[src/hdl/tcc_pkg.sv]
// Shared constants and bus carrier for the timer capture and compare block
package tcc_pkg;
    // Register indices on the plain 8-bit register port
    localparam logic [7:0] ADDR_CAPT_L = 8'h00;
    localparam logic [7:0] ADDR_CAPT_H = 8'h01;
    localparam logic [7:0] ADDR_CMPA_L = 8'h02;
    localparam logic [7:0] ADDR_CMPA_H = 8'h03;
    localparam logic [7:0] ADDR_CMPB_L = 8'h04;
    localparam logic [7:0] ADDR_CMPB_H = 8'h05;
    localparam logic [7:0] ADDR_CMP_STEP = 8'h02;
    localparam logic [7:0] ADDR_OUT_CTRL = 8'h06;
    localparam logic [7:0] ADDR_CAPT_CTRL = 8'h07;
    localparam logic [7:0] ADDR_FORCE = 8'h08;
    localparam logic [7:0] ADDR_IRQ_MASK = 8'h09;
    localparam logic [7:0] ADDR_FLAGS = 8'h0a;
    localparam logic [7:0] ADDR_TRIG_SEL = 8'h0b;
    localparam logic [7:0] ADDR_OUT_STATE = 8'h0c;

    // Field positions
    localparam int CAPT_CTRL_FILTER_BIT = 7;
    localparam int CAPT_CTRL_EDGE_BIT = 6;
    localparam int FLAG_CAPTURE_BIT = 0;
    localparam int FLAG_COMPARE_LSB = 1;
    localparam int NUM_COMPARE = 2;
    localparam int FILTER_SAMPLES = 4;

    // Reset values
    localparam logic [7:0] BYTE_RESET = 8'h00;
    localparam logic [15:0] WORD_RESET = 16'h0000;

    // Mode classes, one bit per waveform mode
    localparam logic [15:0] PWM_MODE_MASK = 16'hcfee;
    localparam logic [15:0] CAPT_TOP_MODE_MASK = 16'h5500;
    localparam logic [15:0] BOTTOM_UPDATE_MASK = 16'h0300;

    // Output mode field codes
    localparam logic [1:0] OM_NONE = 2'h0;
    localparam logic [1:0] OM_TOGGLE = 2'h1;
    localparam logic [1:0] OM_CLEAR = 2'h2;
    localparam logic [1:0] OM_SET = 2'h3;

    typedef struct packed {
        logic [7:0] addr;
        logic [7:0] wdata;
        logic write_strobe;
        logic read_strobe;
    } tcc_bus_req_t;
endpackage
[src/hdl/tcc_capture_compare.sv]
// Input capture unit and two output compare units of a 16-bit timer
// Functional notes
// - Qualified trigger edge copies counter to capture
// - Capture flag set in same cycle as copy
// - Capture flag raises irq; ack or W1C clears
// - Capture low read loads latch; high returns latch
// - Capture register writable only in capture-TOP modes
// - Trigger select bit; host clears spurious flag
// - Trigger inputs synchronized, then edge detected
// - Filter needs four equal samples to change
// - Captures disabled in capture-TOP waveform modes
// - Each new capture overwrites the previous value
// - Pin level driven by software still captures
// - Compare match sets flag on timer tick
// - Compare flag raises irq; ack or W1C clears
// - Compare A value exported as counter TOP
// - Compare double buffered in PWM, updated at TOP/BOTTOM
// - Host reaches buffer in PWM, compare otherwise
// - Compare high read returns register, not latch
// - Compare low write commits latch as high byte
// - Force strobe acts like match outside PWM modes, no flag
// - Counter write blocks matches on next tick
// - Output states kept across waveform mode change
// - Output mode field takes effect immediately
// - Output mode zero means no action
//
// Chosen here: the register addresses and the plain strobed port.
`timescale 1ns/1ps
`default_nettype none

module tcc_capture_compare (
    input wire logic clock,
    input wire logic reset,
    input wire tcc_pkg::tcc_bus_req_t bus_req,
    output logic [7:0] read_data,
    input wire logic capture_pin,
    input wire logic comparator_output,
    input wire logic [15:0] timer_count,
    input wire logic timer_tick,
    input wire logic at_top,
    input wire logic at_bottom,
    input wire logic counter_write,
    input wire logic capture_irq_ack,
    input wire logic [1:0] compare_irq_ack,
    output logic capture_irq,
    output logic [1:0] compare_irq,
    output logic [1:0] compare_output_state,
    output logic [1:0] compare_match,
    output logic [15:0] capture_top_value,
    output logic [15:0] compare_a_top_value
);
    // Host-written control state
    logic [7:0] out_ctrl_reg;
    logic [7:0] capt_ctrl_reg;
    logic [7:0] irq_mask_reg;
    logic trig_sel_reg;
    logic [7:0] temp_reg;
    logic [15:0] capture_reg;
    logic [2:0] flags_reg;
    logic [2:0] flags_next;
    logic block_reg;

    // Capture path state
    logic [1:0] sync1_reg;
    logic [1:0] sync2_reg;
    localparam int FILTER_LEN_M1 = tcc_pkg::FILTER_SAMPLES - 2;
    logic [FILTER_LEN_M1:0] sample_reg;
    logic filt_reg;
    logic prev_reg;

    // Compare path state
    logic [15:0] compare_reg [tcc_pkg::NUM_COMPARE];
    logic [15:0] buffer_reg [tcc_pkg::NUM_COMPARE];
    logic [15:0] host_view [tcc_pkg::NUM_COMPARE];
    logic [1:0] match_hit;
    logic [1:0] force_hit;
    logic [1:0] state_reg;

    // Decoded mode and bus terms
    logic [3:0] wave_mode;
    logic pwm_mode;
    logic capt_top_mode;
    logic update_point;
    logic wr;
    logic rd;
    logic [7:0] addr;
    logic [7:0] wdata;
    logic mux_level;
    logic filter_on;
    logic edge_level;
    logic capture_fire;
    logic [2:0] flag_clear;

    assign wr = bus_req.write_strobe;
    assign rd = bus_req.read_strobe;
    assign addr = bus_req.addr;
    assign wdata = bus_req.wdata;
    assign wave_mode = capt_ctrl_reg[3:0];
    assign pwm_mode = tcc_pkg::PWM_MODE_MASK[wave_mode];
    assign capt_top_mode = tcc_pkg::CAPT_TOP_MODE_MASK[wave_mode];
    assign filter_on = capt_ctrl_reg[tcc_pkg::CAPT_CTRL_FILTER_BIT];
    // Phase-and-frequency modes reload at BOTTOM, all other PWM at TOP
    assign update_point = timer_tick && (tcc_pkg::BOTTOM_UPDATE_MASK[wave_mode] ? at_bottom : at_top);

    // Control registers; mode changes touch no output state
    always_ff @(posedge clock) begin
        if (reset) begin
            out_ctrl_reg <= tcc_pkg::BYTE_RESET;
            capt_ctrl_reg <= tcc_pkg::BYTE_RESET;
            irq_mask_reg <= tcc_pkg::BYTE_RESET;
            trig_sel_reg <= 1'b0;
        end else if (wr) begin
            if (addr == tcc_pkg::ADDR_OUT_CTRL) begin
                out_ctrl_reg <= wdata;
            end
            if (addr == tcc_pkg::ADDR_CAPT_CTRL) begin
                capt_ctrl_reg <= wdata;
            end
            if (addr == tcc_pkg::ADDR_IRQ_MASK) begin
                irq_mask_reg <= wdata;
            end
            if (addr == tcc_pkg::ADDR_TRIG_SEL) begin
                trig_sel_reg <= wdata[0];
            end
        end
    end

    // Two-stage synchronisers, one per trigger source
    genvar s;
    generate
        for (s = 0; s < 2; s++) begin : g_sync
            always_ff @(posedge clock) begin
                if (reset) begin
                    sync1_reg[s] <= 1'b0;
                    sync2_reg[s] <= 1'b0;
                end else begin
                    sync1_reg[s] <= (s == 0) ? capture_pin : comparator_output;
                    sync2_reg[s] <= sync1_reg[s];
                end
            end
        end
    endgenerate

    // Switching source may look like an edge; software clears the flag
    assign mux_level = trig_sel_reg ? sync2_reg[1] : sync2_reg[0];

    // Noise filter on system clock, independent of the prescaler
    always_ff @(posedge clock) begin
        if (reset) begin
            sample_reg <= '0;
            filt_reg <= 1'b0;
        end else begin
            sample_reg <= {sample_reg[FILTER_LEN_M1-1:0], mux_level};
            if (&{sample_reg, mux_level} || ~|{sample_reg, mux_level}) begin
                filt_reg <= mux_level;
            end
        end
    end

    assign edge_level = filter_on ? filt_reg : mux_level;

    // Edge detector stays live in every mode; capture-TOP modes only gate the fire
    always_ff @(posedge clock) begin
        if (reset) begin
            prev_reg <= 1'b0;
        end else begin
            prev_reg <= edge_level;
        end
    end

    assign capture_fire = !capt_top_mode && (edge_level != prev_reg) &&
                          (edge_level == capt_ctrl_reg[tcc_pkg::CAPT_CTRL_EDGE_BIT]);

    // Capture register: events always overwrite, host writes only as TOP
    always_ff @(posedge clock) begin
        if (reset) begin
            capture_reg <= tcc_pkg::WORD_RESET;
        end else if (capture_fire) begin
            capture_reg <= timer_count;
        end else if (wr && addr == tcc_pkg::ADDR_CAPT_L && capt_top_mode) begin
            capture_reg <= {temp_reg, wdata};
        end
    end

    // Shared high-byte latch
    always_ff @(posedge clock) begin
        if (reset) begin
            temp_reg <= tcc_pkg::BYTE_RESET;
        end else if (rd && addr == tcc_pkg::ADDR_CAPT_L) begin
            temp_reg <= capture_reg[15:8];
        end else if (wr && (addr == tcc_pkg::ADDR_CAPT_H || addr == tcc_pkg::ADDR_CMPA_H ||
                            addr == tcc_pkg::ADDR_CMPB_H)) begin
            temp_reg <= wdata;
        end
    end

    // Counter writes arm a one-tick match block, held while stopped
    always_ff @(posedge clock) begin
        if (reset) begin
            block_reg <= 1'b0;
        end else if (counter_write) begin
            block_reg <= 1'b1;
        end else if (timer_tick) begin
            block_reg <= 1'b0;
        end
    end

    // Per compare channel: registers, buffer, match and output state
    genvar c;
    generate
        for (c = 0; c < tcc_pkg::NUM_COMPARE; c++) begin : g_cmp
            localparam logic [7:0] LO_ADDR = tcc_pkg::ADDR_CMPA_L + 8'(c) * tcc_pkg::ADDR_CMP_STEP;
            logic low_write;
            logic [1:0] om;
            logic act;
            assign low_write = wr && addr == LO_ADDR;
            assign om = out_ctrl_reg[2*c+1 -: 2];
            assign host_view[c] = pwm_mode ? buffer_reg[c] : compare_reg[c];
            assign match_hit[c] = timer_tick && !block_reg && timer_count == compare_reg[c];
            assign force_hit[c] = wr && addr == tcc_pkg::ADDR_FORCE && wdata[c] && !pwm_mode;
            assign act = match_hit[c] || force_hit[c];

            always_ff @(posedge clock) begin
                if (reset) begin
                    buffer_reg[c] <= tcc_pkg::WORD_RESET;
                end else if (low_write && pwm_mode) begin
                    buffer_reg[c] <= {temp_reg, wdata};
                end
            end

            // Direct write in normal and clear-on-match, reload in PWM
            always_ff @(posedge clock) begin
                if (reset) begin
                    compare_reg[c] <= tcc_pkg::WORD_RESET;
                end else if (low_write && !pwm_mode) begin
                    compare_reg[c] <= {temp_reg, wdata};
                end else if (pwm_mode && update_point) begin
                    compare_reg[c] <= buffer_reg[c];
                end
            end

            // Output state follows the mode field in force at the event
            always_ff @(posedge clock) begin
                if (reset) begin
                    state_reg[c] <= 1'b0;
                end else if (act) begin
                    unique case (om)
                        tcc_pkg::OM_NONE: state_reg[c] <= state_reg[c];
                        tcc_pkg::OM_TOGGLE: state_reg[c] <= !state_reg[c];
                        tcc_pkg::OM_CLEAR: state_reg[c] <= 1'b0;
                        tcc_pkg::OM_SET: state_reg[c] <= 1'b1;
                    endcase
                end else if (pwm_mode && timer_tick && at_bottom) begin
                    // PWM period start restores the level opposite to the match action
                    if (om == tcc_pkg::OM_CLEAR) begin
                        state_reg[c] <= 1'b1;
                    end else if (om == tcc_pkg::OM_SET) begin
                        state_reg[c] <= 1'b0;
                    end
                end
            end

            always_ff @(posedge clock) begin
                if (reset) begin
                    compare_match[c] <= 1'b0;
                end else begin
                    compare_match[c] <= match_hit[c];
                end
            end
        end
    endgenerate

    // Sticky flags: a set in the clearing cycle wins
    assign flag_clear = ((wr && addr == tcc_pkg::ADDR_FLAGS) ? wdata[2:0] : 3'h0) |
                        {compare_irq_ack, capture_irq_ack};
    assign flags_next = (flags_reg & ~flag_clear) | {match_hit, capture_fire};

    always_ff @(posedge clock) begin
        if (reset) begin
            flags_reg <= 3'h0;
        end else begin
            flags_reg <= flags_next;
        end
    end

    // Interrupt requests gated by enables
    always_ff @(posedge clock) begin
        if (reset) begin
            capture_irq <= 1'b0;
            compare_irq <= 2'h0;
        end else begin
            capture_irq <= flags_reg[tcc_pkg::FLAG_CAPTURE_BIT] & irq_mask_reg[0];
            compare_irq <= flags_reg[2:1] & irq_mask_reg[2:1];
        end
    end

    // Outputs toward counter and waveform logic
    always_ff @(posedge clock) begin
        if (reset) begin
            compare_output_state <= 2'h0;
            capture_top_value <= tcc_pkg::WORD_RESET;
            compare_a_top_value <= tcc_pkg::WORD_RESET;
        end else begin
            compare_output_state <= state_reg;
            capture_top_value <= capture_reg;
            compare_a_top_value <= compare_reg[0];
        end
    end

    // Read port; data valid the cycle after the strobe, zero elsewhere
    always_ff @(posedge clock) begin
        if (reset) begin
            read_data <= tcc_pkg::BYTE_RESET;
        end else if (rd) begin
            unique case (addr)
                tcc_pkg::ADDR_CAPT_L: read_data <= capture_reg[7:0];
                tcc_pkg::ADDR_CAPT_H: read_data <= temp_reg;
                tcc_pkg::ADDR_CMPA_L: read_data <= host_view[0][7:0];
                tcc_pkg::ADDR_CMPA_H: read_data <= host_view[0][15:8];
                tcc_pkg::ADDR_CMPB_L: read_data <= host_view[1][7:0];
                tcc_pkg::ADDR_CMPB_H: read_data <= host_view[1][15:8];
                tcc_pkg::ADDR_OUT_CTRL: read_data <= out_ctrl_reg;
                tcc_pkg::ADDR_CAPT_CTRL: read_data <= capt_ctrl_reg;
                tcc_pkg::ADDR_IRQ_MASK: read_data <= irq_mask_reg;
                tcc_pkg::ADDR_FLAGS: read_data <= {5'h00, flags_reg};
                tcc_pkg::ADDR_TRIG_SEL: read_data <= {7'h00, trig_sel_reg};
                tcc_pkg::ADDR_OUT_STATE: read_data <= {6'h00, state_reg};
                default: read_data <= tcc_pkg::BYTE_RESET;
            endcase
        end else begin
            read_data <= tcc_pkg::BYTE_RESET;
        end
    end
endmodule

`default_nettype wire

[config.mk]
export PLATFORM = sky130hd
export DESIGN_NAME = tcc_capture_compare
export DESIGN_NICKNAME = d
export VERILOG_FILES = /design/src/hdl/tcc_pkg.sv /design/src/hdl/tcc_capture_compare.sv
export SDC_FILE = /design/constraint.sdc
export NUM_CORES = 1
export LEC_CHECK = 0
export ABC_AREA = 1
export BUFFER_PORTS_ARGS = -buffer_cell sky130_fd_sc_hd__buf_2
export CAP_MARGIN = 30
export CORE_ASPECT_RATIO = 1.75
export CORE_MARGIN = 5
export CORE_UTILIZATION = 50
export CTS_BUF_LIST = sky130_fd_sc_hd__clkbuf_8 sky130_fd_sc_hd__clkbuf_16
export DETAILED_ROUTE_END_ITERATION = 7
export GPL_TIMING_DRIVEN = 1
export MAX_ROUTING_LAYER = met4
export PLACE_DENSITY = 0.68
export SETUP_SLACK_MARGIN = 0.2
export SLEW_MARGIN = 20
export SYNTH_ARGS = -nofsm -noshare
export SYNTH_HDL_FRONTEND = slang
export SYNTH_SLANG_ARGS = --single-unit
[constraint.sdc]
create_clock -name clock -period 3.1 [get_ports clock]
set_clock_uncertainty 0.05 [all_clocks]
set_input_delay 0.62 -clock clock [delete_from_list [all_inputs] [get_ports clock]]
set_output_delay 0.62 -clock clock [all_outputs]
set_load 0.005 [all_outputs]
; ---- Word level (Yosys, flattened, before mapping)
; Memories as Yosys holds them, arrays and structs flattened. A register that Yosys moved wholly into a read port is not among the register bits.
; Cells that the tools add are included.
[classes]
order_cmp = 1
n_eq_ne = 24
n_mux = 59
reduce_logical = 55
bitwise_logic = 13
[op_table]
columns = operator, count
row1 = 16-bit 2-to-1 mux, 10
row2 = 8-bit one-hot mux with 12 select lines, 1
row3 = 8-bit by 4-bit == test with 1-bit output (second input constant), 5
row4 = 1-bit 2-to-1 mux, 37
row5 = 16-bit == test, 2
row6 = 8-bit by 3-bit == test with 1-bit output (second input constant), 4
row7 = 1-bit logical AND, 25
row8 = 4-bit 2-to-1 mux, 6
row9 = 8-bit by 2-bit == test with 1-bit output (second input constant), 2
row10 = 8-bit 2-to-1 mux, 2
row11 = 2-bit nonzero test, 5
row12 = 2-bit == test (second input constant), 4
row13 = 8-bit by 1-bit == test with 1-bit output (second input constant), 1
row14 = 8-bit logical NOT, 1
row15 = 2-bit AND reduction, 4
row16 = 1-bit logical NOT, 6
row17 = 1-bit OR, 6
row18 = 3-bit OR, 2
row19 = 1-bit one-hot mux with 3 select lines, 2
row20 = 3-bit AND reduction, 2
row21 = 3-bit nonzero test, 2
row22 = 1-bit logical OR, 5
row23 = 4-bit by 5-bit < comparator with 1-bit output (second input constant), 1
row24 = 2-bit by 1-bit == test with 1-bit output (second input constant), 2
row25 = other kinds (13), 15
[word_totals]
wordCells = 182
romBits = 48
output_inout_bits = 47
inputBits = 45
regBits = 111
ram_bits = 64
mem_count = 5
[mem_list]
columns = name, depth, word_bits, rd, rd_clocked_by_memory_dff, wr, line_no
row1 = buffer_reg, 2, 16, 2, 0, 2, tcc_capture_compare.sv:73  ; logic [15:0] buffer_reg [tcc_pkg::NUM_COMPARE];
row2 = compare_reg, 2, 16, 2, 0, 2, tcc_capture_compare.sv:72  ; logic [15:0] compare_reg [tcc_pkg::NUM_COMPARE];
row3 = (name not given), 16, 1, 1, 1, 0, tcc_capture_compare.sv:103  ; assign update_point = timer_tick && (tcc_pkg::BOTTOM_UPDATE_MASK[wave_mode] ? at_bottom : at_top);
row4 = (name not given), 16, 1, 1, 1, 0, tcc_capture_compare.sv:100  ; assign capt_top_mode = tcc_pkg::CAPT_TOP_MODE_MASK[wave_mode];
row5 = (name not given), 16, 1, 1, 1, 0, tcc_capture_compare.sv:99  ; assign pwm_mode = tcc_pkg::PWM_MODE_MASK[wave_mode];

; ---- Logic depth before layout (Yosys ltp)
; Gate-level depths: netlist of run 1.
[depth]
depth_word = 10
mapped_depth = 12
ltp_nobuf = 12

; ---- Least setup slack after synthesis of run 1
; Ideal clock, no wire load.
[synth_path]
path_kind = in2reg
startpoint = input port bus_req[17] (netlist name)
endpoint = memory compare_reg[1][0], enable pin
setup_ns = 0.375
n_path_buf = 1
arrival_time_ns = 1.983
slack_ns = 0.692
required_ns = 2.675
stages = 8
cell_sequence = nor2_1 nand2_4 nor2_4 inv_2 nor3_4 nand3_2 buf_6 nand3_1
[synth_rtl]
columns = item, line_no
row1 = "start, declared", tcc_capture_compare.sv:34  ; input wire tcc_pkg::tcc_bus_req_t bus_req,
row2 = "end, declared", tcc_capture_compare.sv:72

; ---- Worst setup path after layout of run 1
[layout_path]
startpoint = input port bus_req[17] (netlist name)
endpoint = register read_data[6]
[layout_via]
elab_chain_cells = 2
elab_cells_between_ends = 13
classes_between = eq/ne (11) / mux (1) / reduce/logical (1)
[layout_lines]
columns = item, line_no
row1 = 8-bit by 4-bit == test with 1-bit output (tied with other cells), tcc_capture_compare.sv:315  ; unique case (addr)
row2 = 8-bit one-hot mux with 12 select lines *, tcc_capture_compare.sv:315
row3 = "end signal, assigned", tcc_capture_compare.sv:316  ; tcc_pkg::ADDR_CAPT_L: read_data <= capture_reg[7:0];
row4 = "end signal, assigned", tcc_capture_compare.sv:317  ; tcc_pkg::ADDR_CAPT_H: read_data <= temp_reg;
row5 = "end signal, assigned", tcc_capture_compare.sv:318  ; tcc_pkg::ADDR_CMPA_L: read_data <= host_view[0][7:0];
row6 = "end, declared", tcc_capture_compare.sv:35  ; output logic [7:0] read_data,
; Every way passes the cells marked *; elsewhere a longest branch is shown, timed or not.
; A chain may end at the register's enable or synchronous reset.

==> flow_summary.ini, run 1 <==
[status]
status = finished clean

[synth]
syn_area_per_cell_um2 = 7.89
synth_fp_nets = 1119
ys_seq_area_share_pct = 49.6
yosys.area.top_type = dfxtp_1
synth_ff_type = dfxtp_1
ys_ff_latch = 178
synth_area_leaders = dfxtp_1 27%, edfxtp_1 23%, nand2_1 11%
synth_edf_count = 64
syn-cell-area_um2 = 8470
yosysTopAreaCellShare_pct = 26.9
async_flop_share_pct = 0
synth_cells = 1074
ys_types = 49
yosys_warnings = 0

[clocking]
cts_tree = built
cts_buffers = 17
clk_latency_ns = 0.43
cts.sinks = 178
htreeDepth = 4
path_clk_slew_ns = 0.07
cts_resized = 0
cts_hold_buffers = 0
post_cts_buffers = 0
clockRootBuffer = clkbuf_16
cts_max_path_buffers = 2

[worst_setup_path]
cp-end-kind = flip-flop
worst_setup_path_start_kind = input port
critPathTopFamily = simple AND/OR/NAND/NOR gates
cp_num_buf_inv = 2
max_stage_delay_ns = 0.46
critPathMaxFanout = 12
slowest_stage = o21ai_0
reg2reg_from = pwm_mode$_DFF_P_
path_class = in -> reg
cp.arrival_ns = 2.53
crit_chain = buf_2, nor2_1, nand2_4, clkinv_2, nand4_1, o21ai_0, nor2_1, o21ai_0, nor2_1, nor2_1
crit_path_start = bus_req[17]
cp.required_ns = 3.42
cp_common_cell = nor2_1

[pwr]
clock_power_share_pct = 41.1
ir_worst_vdd_uv = 329
p_int_mw = 3.66
p_comb_share_pct = 7.6
power_frac_seq_pct = 51.2
leakagePower_nw = 4.06
p_switching_mw = 1.22
switching_share_pct = 25.0
power.density_nw_per_um2 = 508

[die]
core_area_um2 = 16800
die_w_um = 108
boundaryPins = 92
fp.dieH_um = 182
start_util_pct = 50.5
rows = 63
die_area_um2 = 19800

[global_route]
grt_pass1_vias = 7471
grt_pass1_wl_mm = 42.7
grt_max_degree = 49
grt_use_total_pct = 30.2
overflow = 0
antenna_found_initial = 0

[sta]
slew_headroom_pct = 50.8
period_minus_slack_ns = 2.20
rsz0062_at_grt = false
finalSetupViolCount = 0
tightest_slew_ns = 0.735
hold_viol = 0
fin_tns_setup_ns = 0
fmax_mhz = 454
whs_ns = 0.342
slew_violations = 0
period_share_pct = 71.0
setup_ws_ns = 0.898

[place]
portBuffers = 91
hpwlAfterDp_mm = 22.1
postPlaceCellArea_um2 = 9070
routabilityCongestion = 1.02
dpl_worst_slack_ns = 0.519

[flow_run]
maxCapViolCount = 0

[drt]
drtAntennaViolNets = 0
viasPerCell = 5.49
drt_wl_total_mm = 28.0
first_pass_iters = 5
wl_per_cell_um = 20.1
drc = 0
vias = 7643
drt_iter0_markers = 507

[cells_and_area]
area_growth_pct = 13.6
nets = 1198
diodes = 0
fin_util_pct = 57.3
fin_area_um2 = 9620
drive_gt1_share_pct = 15.5
nFillCells = 1600

[min_path]
min_path_type = in -> reg
holdCritStartpoint = capture_pin
## logic make-up (layout without fill, tap and decap cells)
kind of cell / count (synthesis) / in the layout / share of synthesized area [%]
xor gates and xnor gates: 6 / 6 / 0.620
DFF: 178 / 178 / 49.6
buffers and inverters: 177 / 269 / 8.77
AOI/OAI and AO/OA: 218 / 218 / 15.7
and+or+nand+nor: 495 / 495 / 25.3
## per-layer routing
metal  vias to the layer above  wire, um  global-route usage [%]
li1                       3691         -                       -
met1                      3537     10000                    32.6
met2                       317     14400                    51.1
met3                        98      1610                    4.46
met4                         0      2020                    19.1
met5                         -         0                       -
## cell usage after synthesis, types with 2 or more instances
cell type / number
o2111ai_1: 9
buf_2: 15
nor2_1: 167
o21ai_0: 71
a211o_1: 3
nor3_4: 2
a21oi_1: 61
o22ai_1: 8
o21ai_2: 6
buf_1: 3
a31oi_1: 14
edfxtp_1: 64
nor4_1: 3
clkbuf_1: 16
o211ai_1: 7
nand2_4: 5
o31ai_2: 8
o21ai_1: 17
inv_1: 127
nand2_1: 239
nand3_1: 32
xnor2_1: 6
nor2_4: 6
nand3_2: 4
nand3b_1: 3
o31ai_1: 8
inv_2: 5
nand4_1: 15
nand2_2: 2
dfxtp_1: 114
nor3_1: 10
buf_6: 7
## power groups by stage
stage	clock, mW	sequential, mW	combinational [mW]
after global routing	2.13	2.51	0.405
after floorplan	0	2.55	0.203
final	2.01	2.50	0.374
after detailed placement	0	2.55	0.369
after global placement	0	2.55	0.369
after CTS	2.03	2.50	0.371
## metrics by stage
stage | power (mW) | std cells
final | 4.88 | 1393
after global routing | 5.05 | 1393
after CTS | 4.90 | 1393
after detailed placement | 2.92 | 1361
after global placement | 2.92 | 1361
after floorplan | 2.75 | 1074
## final cells by class
| class | count | area (um^2) | area share [%] |
|---|---|---|---|
| Tap cell | 227 | 284 | 2.95 |
| Inverter | 135 | 510 | 5.31 |
| Multi-Input combinational cell | 719 | 3530 | 36.6 |
| Timing Repair Buffer | 102 | 551 | 5.72 |
| Sequential cell | 178 | 4200 | 43.7 |
| Clock buffer | 19 | 464 | 4.82 |
| Clock inverter | 13 | 82.6 | 0.858 |
## worst paths after layout
path,end,slack [ns],cells past startpoint
setup / recovery,read_data[6]$_SDFF_PP0_,0.90,10
hold / removal,sync1_reg[0]$_SDFF_PP0_,0.34,3
setup reg to reg,read_data[2]$_SDFF_PP0_,1.02,8
hold reg to reg,sync2_reg[1]$_SDFF_PP0_,0.35,2
## worst reg2reg max path, cell delays in order, from the launching register on
cell and delay [ns]:
dfxtp_1 0.52, buf_4 0.44, nor2_1 0.11, a21oi_1 0.18, o21ai_0 0.16, nor2_1 0.24, nand3_1 0.10, nor2_1 0.12
nor2_1 0.05
## cells in the final DEF, fill, tap and decap left out, drive strengths merged
cell type,count
nand3,37
o31ai,17
nor3,13
nand3b,3
edfxtp,64
a31o,1
clkbuf,19
and3b,1
a31oi,14
o22ai,8
o21a,1
or2,1
dfxtp,114
a21boi,2
nor2,174
o211ai,7
a21oi,62
inv,140
buf,102
nand2,246
a211o,3
xnor2,6
o2111ai,9
clkinvlp,2
nor4,3
nor3b,1
clkinv,6
o21ai,94
nand4,16
Power figures use the tool's default switching activity.
==> inputs of run 2 (changes only) <==
Settings changed: ABC_AREA 1 to 0.
Clock period 3.1 ns to 2.1 ns, I/O delays scaled along.
==> run 2 against run 1 <==
Combinational power up 68%. Die area fell by 2.4%. Synthesized cell count shrank 27%. Critical endpoint is now state_reg[0]$_SDFFE_PP0P_. Critical path type is now reg -> reg.
==> flow_summary.ini, run 2 <==
[status]
status = finished clean

[synth]
synth_area_leaders = dfxtp_1 28%, edfxtp_1 23%, mux2i_1 8.2%
async_flop_share_pct = 0
synth.most_common_cell = dfxtp_1
ys_types = 61
synth_cells = 785
synthTopCellsByCount = 114 x dfxtp_1, 68 x mux2i_1, 64 x edfxtp_1, 59 x nor2_1, 47 x nor2b_1
yosys.area.top_type = dfxtp_1
syn-cell-area_um2 = 8250
ys_ff_latch = 178
synth_fp_nets = 830
syn_area_per_cell_um2 = 10.5
yosys_warnings = 0
ys_seq_area_share_pct = 51.0
synth_ff_type = dfxtp_1
synth_edf_count = 64
yosysTopAreaCellShare_pct = 27.7

[cells_and_area]
drive_gt1_share_pct = 32.0
diodes = 0
area_growth_pct = 28.5
mostFrequentLayoutCells = 112 x dfxtp_1, 90 x buf_2, 80 x buf_4
final_common_cell = dfxtp_1
nets = 985

[sta]
period_share_pct = 95.3
rsz0062_at_grt = true
slew_violations = 0
setup_ws_ns = 0.0984
slew_headroom_pct = 66.9
whs_ns = 0.143
tightest_slew_ns = 0.496
period_minus_slack_ns = 2.00
finalSetupViolCount = 0
hold_viol = 0
fmax_mhz = 500

[drt]
viasPerCell = 6.03
vias = 6906
first_pass_iters = 7
drt_wl_total_mm = 28.2
wl_per_cell_um = 24.6
drc = 0
drtAntennaViolNets = 0
drt_iter0_markers = 448

[global_route]
antenna_found_initial = 0
grt_pass1_vias = 7084
grt_pass1_wl_mm = 41.6
overflow = 0
grt_use_total_pct = 29.9
grt_max_degree = 78

[worst_setup_path]
cp.arrival_ns = 2.31
critPathMaxFanout = 3
max_stage_delay_ns = 0.45
path_class = reg -> reg
slowest_stage = edfxtp_1
crit_path_start = compare_reg[0][10]$_DFFE_PP_
cp.required_ns = 2.41
worst_setup_path_start_kind = flip-flop
crit_chain = xnor2_1, nand3_1, nor4_2, buf_4, or4bb_1, a211oi_2
crit_path_end = state_reg[0]$_SDFFE_PP0P_
cp-end-kind = flip-flop
reg2reg_from = compare_reg[0][10]$_DFFE_PP_
timing.rr.end = state_reg[0]$_SDFFE_PP0P_
rr_worst_depth = 6
ff2ff_setup_slack_ns = 0.1

[pwr]
ir_worst_vdd_uv = 528
power.density_nw_per_um2 = 698
leakagePower_nw = 4.15
total_power_mw = 7.40

[min_path]
holdPathStages = 2
min_path_type = in -> reg

[clocking]
htreeDepth = 4
cts.sinks = 178
clk_latency_ns = 0.44
clockRootBuffer = clkbuf_16
cts_max_path_buffers = 2
cts_buffers = 17
path_clk_slew_ns = 0.07
cts_tree = built
cts_hold_buffers = 0

[flow_run]
maxCapViolCount = 0

[place]
dpl_worst_slack_ns = -0.191
hpwlAfterDp_mm = 20.6
routabilityCongestion = 0.992
portBuffers = 91

[die]
rows = 62
fp.dieH_um = 180
boundaryPins = 92
die_area_um2 = 19300
start_util_pct = 50.6
core_area_um2 = 16300
die_w_um = 107
==> run 2: changes by cell type in the layout (fill, tap and decap cells not counted), moves of 33 or more <==
cell | before | now
nor2_1 | 167 | 55
nor2b_1 | 0 | 46
and2_1 | 0 | 34
mux2i_1 | 0 | 61
o21ai_0 | 71 | 16
buf_4 | 10 | 80
nand2_1 | 239 | 40
inv_1 | 129 | 11
a22o_1 | 0 | 33
a21oi_1 | 61 | 22
==> run 2: what timing repair did <==
action / CTS / global route
endpoints found under the setup margin: 57 / 24
setup buffers: 5 / 6
pin swaps: 7 / 9
cloned: 0 / 2
resized for setup: 14 / 27
==> run 2: cells by family after synthesis <==
family	count (synthesis)	share of synthesized area (%)
and+or+nand+nor	282	18.8
DFF	178	51.0
AOI/OAI and AO/OA	149	13.6
muxes	77	9.48
buffers and inverters	65	3.52
xor gates and xnor gates	34	3.61
==> run 2: worst min-delay path by stage <==
stage / from / endpoint / slack [ns]
after global routing: capture_pin / sync1_reg[0]$_SDFF_PP0_ / 0.17
after CTS: comparator_output / sync1_reg[1]$_SDFF_PP0_ / 0.13
after floorplan: sync1_reg[0]$_SDFF_PP0_ / sync2_reg[0]$_SDFF_PP0_ / 0.36
after detailed placement: sync1_reg[1]$_SDFF_PP0_ / sync2_reg[1]$_SDFF_PP0_ / 0.39
final: comparator_output / sync1_reg[1]$_SDFF_PP0_ / 0.14
after global placement: sync1_reg[1]$_SDFF_PP0_ / sync2_reg[1]$_SDFF_PP0_ / 0.37
==> run 2: cell type report <==
| class | count | area, um^2 |
|---|---|---|
| fill | 1340 | 5690 |
| inverter | 10 | 37.5 |
| sequential | 178 | 4210 |
| multi-input combinational | 542 | 4100 |
| tap | 192 | 240 |
| clock buffer | 17 | 425 |
| timing repair buffer | 191 | 1440 |
| clock inverter | 15 | 146 |
==> run 2: layer usage <==
layer	global-route usage (%)	wire length [um]	part of all wire, %	vias to the layer above
met3	4.45	1600	5.7	80
met2	49.7	14600	52	303
met5	-	0	0	-
li1	-	-	-	3170
met4	17.3	1630	5.8	0
met1	33.6	10400	37	3353
==> run 2: worst max-delay path: cells and delay by family, from the launching register on <==
family / cells / cell delay (ns)
AOI/OAI and AO/OA: 1 / 0.18
xor gates and xnor gates: 1 / 0.23
DFF: 1 / 0.45
and+or+nand+nor: 3 / 0.84
buffers and inverters: 1 / 0.18
==> run 2: power breakdown <==
group          leakage, nW  internal [mW]  switching [mW]
clock network        0.279           1.58            1.50
logic                 2.29          0.263           0.364
registers             1.59           3.64          0.0569
==> run 2: per-stage QoR <==
stage	utilization [%]	instances	TNS, ns	cell area, um^2
finish	65.1	1145	0	10600
global route	65.1	1145	0	10600
CTS	63.8	1137	0	10400
detailed placement	59.6	1100	-11.47	9700
global placement	59.6	1100	-7.71	9700
floorplan	-	785	-0.770	8440
==> inputs of run 3 (changes only) <==
Settings changed: CORE_MARGIN 5 to 2.
==> run 3 against run 2 <==
Count of clock-buffer cells in the layout is 1 higher. Critical path depth stayed put. Via count is 1.2% higher. Utilization is 0.30 points lower. Maximum frequency is 0.23% lower. Wire length is 0.71% lower. Hold slack better by 0.0035 ns. First-iteration DRC count is 20% higher. Global-route usage is 3.2 points higher. Combinational power is 3.3% lower. Largest cell class unchanged.
==> flow_summary.ini, run 3 (same netlist as run 2, synthesis figures left out) <==
[place]
dpl_worst_slack_ns = -0.168
hpwlAfterDp_mm = 20.3
portBuffers = 91
routabilityCongestion = 1.03

[min_path]
holdCritStartpoint = counter_write
worst_hold_path.endpoint = block_reg$_SDFFE_PP0P_
min_path_type = in -> reg
holdPathStages = 3

[worst_setup_path]
slowest_stage = edfxtp_1
cp_num_buf_inv = 1
crit_chain = xnor2_2, nand4_1, nor4_2, buf_4, or4bb_1, a211oi_2
cp.required_ns = 2.40
timing.rr.end = state_reg[0]$_SDFFE_PP0P_
rr_worst_depth = 6
reg2reg_from = compare_reg[0][1]$_DFFE_PP_
cp.arrival_ns = 2.31
ff2ff_setup_slack_ns = 0.09
max_stage_delay_ns = 0.44
worst_setup_path_start_kind = flip-flop
critPathMaxFanout = 2
cp-end-kind = flip-flop
critPathTopFamily = simple AND/OR/NAND/NOR gates
path_class = reg -> reg

[cells_and_area]
mostFrequentLayoutCells = 112 x dfxtp_1, 90 x buf_2, 79 x buf_4
final_common_cell = dfxtp_1
diodes = 0
drive_gt1_share_pct = 31.2
area_growth_pct = 27.9
seq_area_um2 = 4210
nets = 980
nFillCells = 1344
multi_input_area_um2 = 4100

[sta]
fmax_mhz = 498
period_share_pct = 95.5
slew_headroom_pct = 66.6
period_minus_slack_ns = 2.01
hold_viol = 0
setup_ws_ns = 0.0937
tightest_slew_ns = 0.499
rsz0062_at_grt = true
slew_violations = 0
finalSetupViolCount = 0

[global_route]
antenna_found_initial = 0
overflow = 0
grt_use_total_pct = 33.0
grt_max_degree = 33
grt_pass1_vias = 7060
grt_pass1_wl_mm = 41.5

[flow_run]
maxCapViolCount = 0

[status]
status = finished clean

[drt]
first_pass_iters = 5
vias = 6987
drt_iter0_markers = 537
drc = 0
drtAntennaViolNets = 0
drt_wl_total_mm = 28.0
wl_per_cell_um = 24.6
viasPerCell = 6.13

[clocking]
path_clk_slew_ns = 0.07
cts.sinks = 178
htreeDepth = 4
cts_hold_buffers = 0
cts_buffers = 17
cts_tree = built
cts_max_path_buffers = 2
clockRootBuffer = clkbuf_16
clk_latency_ns = 0.44

[pwr]
power.density_nw_per_um2 = 711
ir_worst_vdd_uv = 655
leakagePower_nw = 4.11
total_power_mw = 7.50

[die]
boundaryPins = 92
die_area_um2 = 17600
rows = 62
start_util_pct = 50.6
die_w_um = 101
core_area_um2 = 16300
fp.dieH_um = 174
==> run 3: layout make-up <==
type                    count  share of cell area, %
repair buffers            186                   13.1
inverters                  10                  0.356
clock inverters            14                   1.39
multi-input cells         542                   38.8
clock buffers              18                   4.16
flip-flops and latches    178                   39.9
well taps                 192                   2.28
==> run 3: tightest hold or removal path: cells and delay by family <==
family,cells,cell delay (ns)
compound gates,1,0.03
buf+inv,1,0.08
simple gates,1,0.06
==> run 3: metrics by stage <==
stage | hold WS [ns] | setup TNS [ns] | instances | utilization (%) | area (um^2)
3_5_place_dp | 0.401 | -8.53 | 1091 | 59.0 | 9610
2_1_floorplan | 0.364 | -0.770 | 785 | - | 8440
6_report | 0.146 | 0 | 1140 | 64.8 | 10600
3_3_place_gp | 0.376 | -4.06 | 1091 | 59.0 | 9610
4_1_cts | 0.138 | 0 | 1133 | 63.6 | 10400
5_1_grt | 0.139 | -0.0244 | 1140 | 64.8 | 10600
==> run 3: worst max path at each step <==
stage,endpoint,startpoint,slack (ns),depth (start not counted)
floorplan,capture_reg[10]$_SDFFE_PP0P_,bus_req[15],-0.08,7
global placement,capture_reg[13]$_SDFFE_PP0P_,bus_req[15],-0.13,7
detailed placement,read_data[4]$_SDFF_PP0_,bus_req[14],-0.17,6
CTS,state_reg[0]$_SDFFE_PP0P_,compare_reg[0][1]$_DFFE_PP_,0.12,6
global route,state_reg[0]$_SDFFE_PP0P_,compare_reg[0][1]$_DFFE_PP_,-0.02,6
finish,state_reg[0]$_SDFFE_PP0P_,compare_reg[0][1]$_DFFE_PP_,0.09,6
==> run 3: routing by layer <==
metal / track usage [%] / up-vias / share of wire, %
met5: - / - / 0
met4: 20.0 / 0 / 6.5
met3: 5.31 / 91 / 5.5
met2: 53.4 / 289 / 51
met1: 37.8 / 3460 / 37
li1: - / 3147 / -
==> run 3: report_power, final <==
part / switching (mW) / internal [mW]
registers: 0.0573 / 3.64
logic: 0.363 / 0.243
clock network: 1.49 / 1.71
total: 1.91 / 5.60
==> run 3: timing repair <==
action / CTS / global route
buffers inserted: 10 / 6
gates resized for setup: 14 / 22
pin swaps: 4 / 6
gates cloned: 0 / 1
hold endpoints to repair: 0 / 0
setup endpoints to repair: 87 / 28
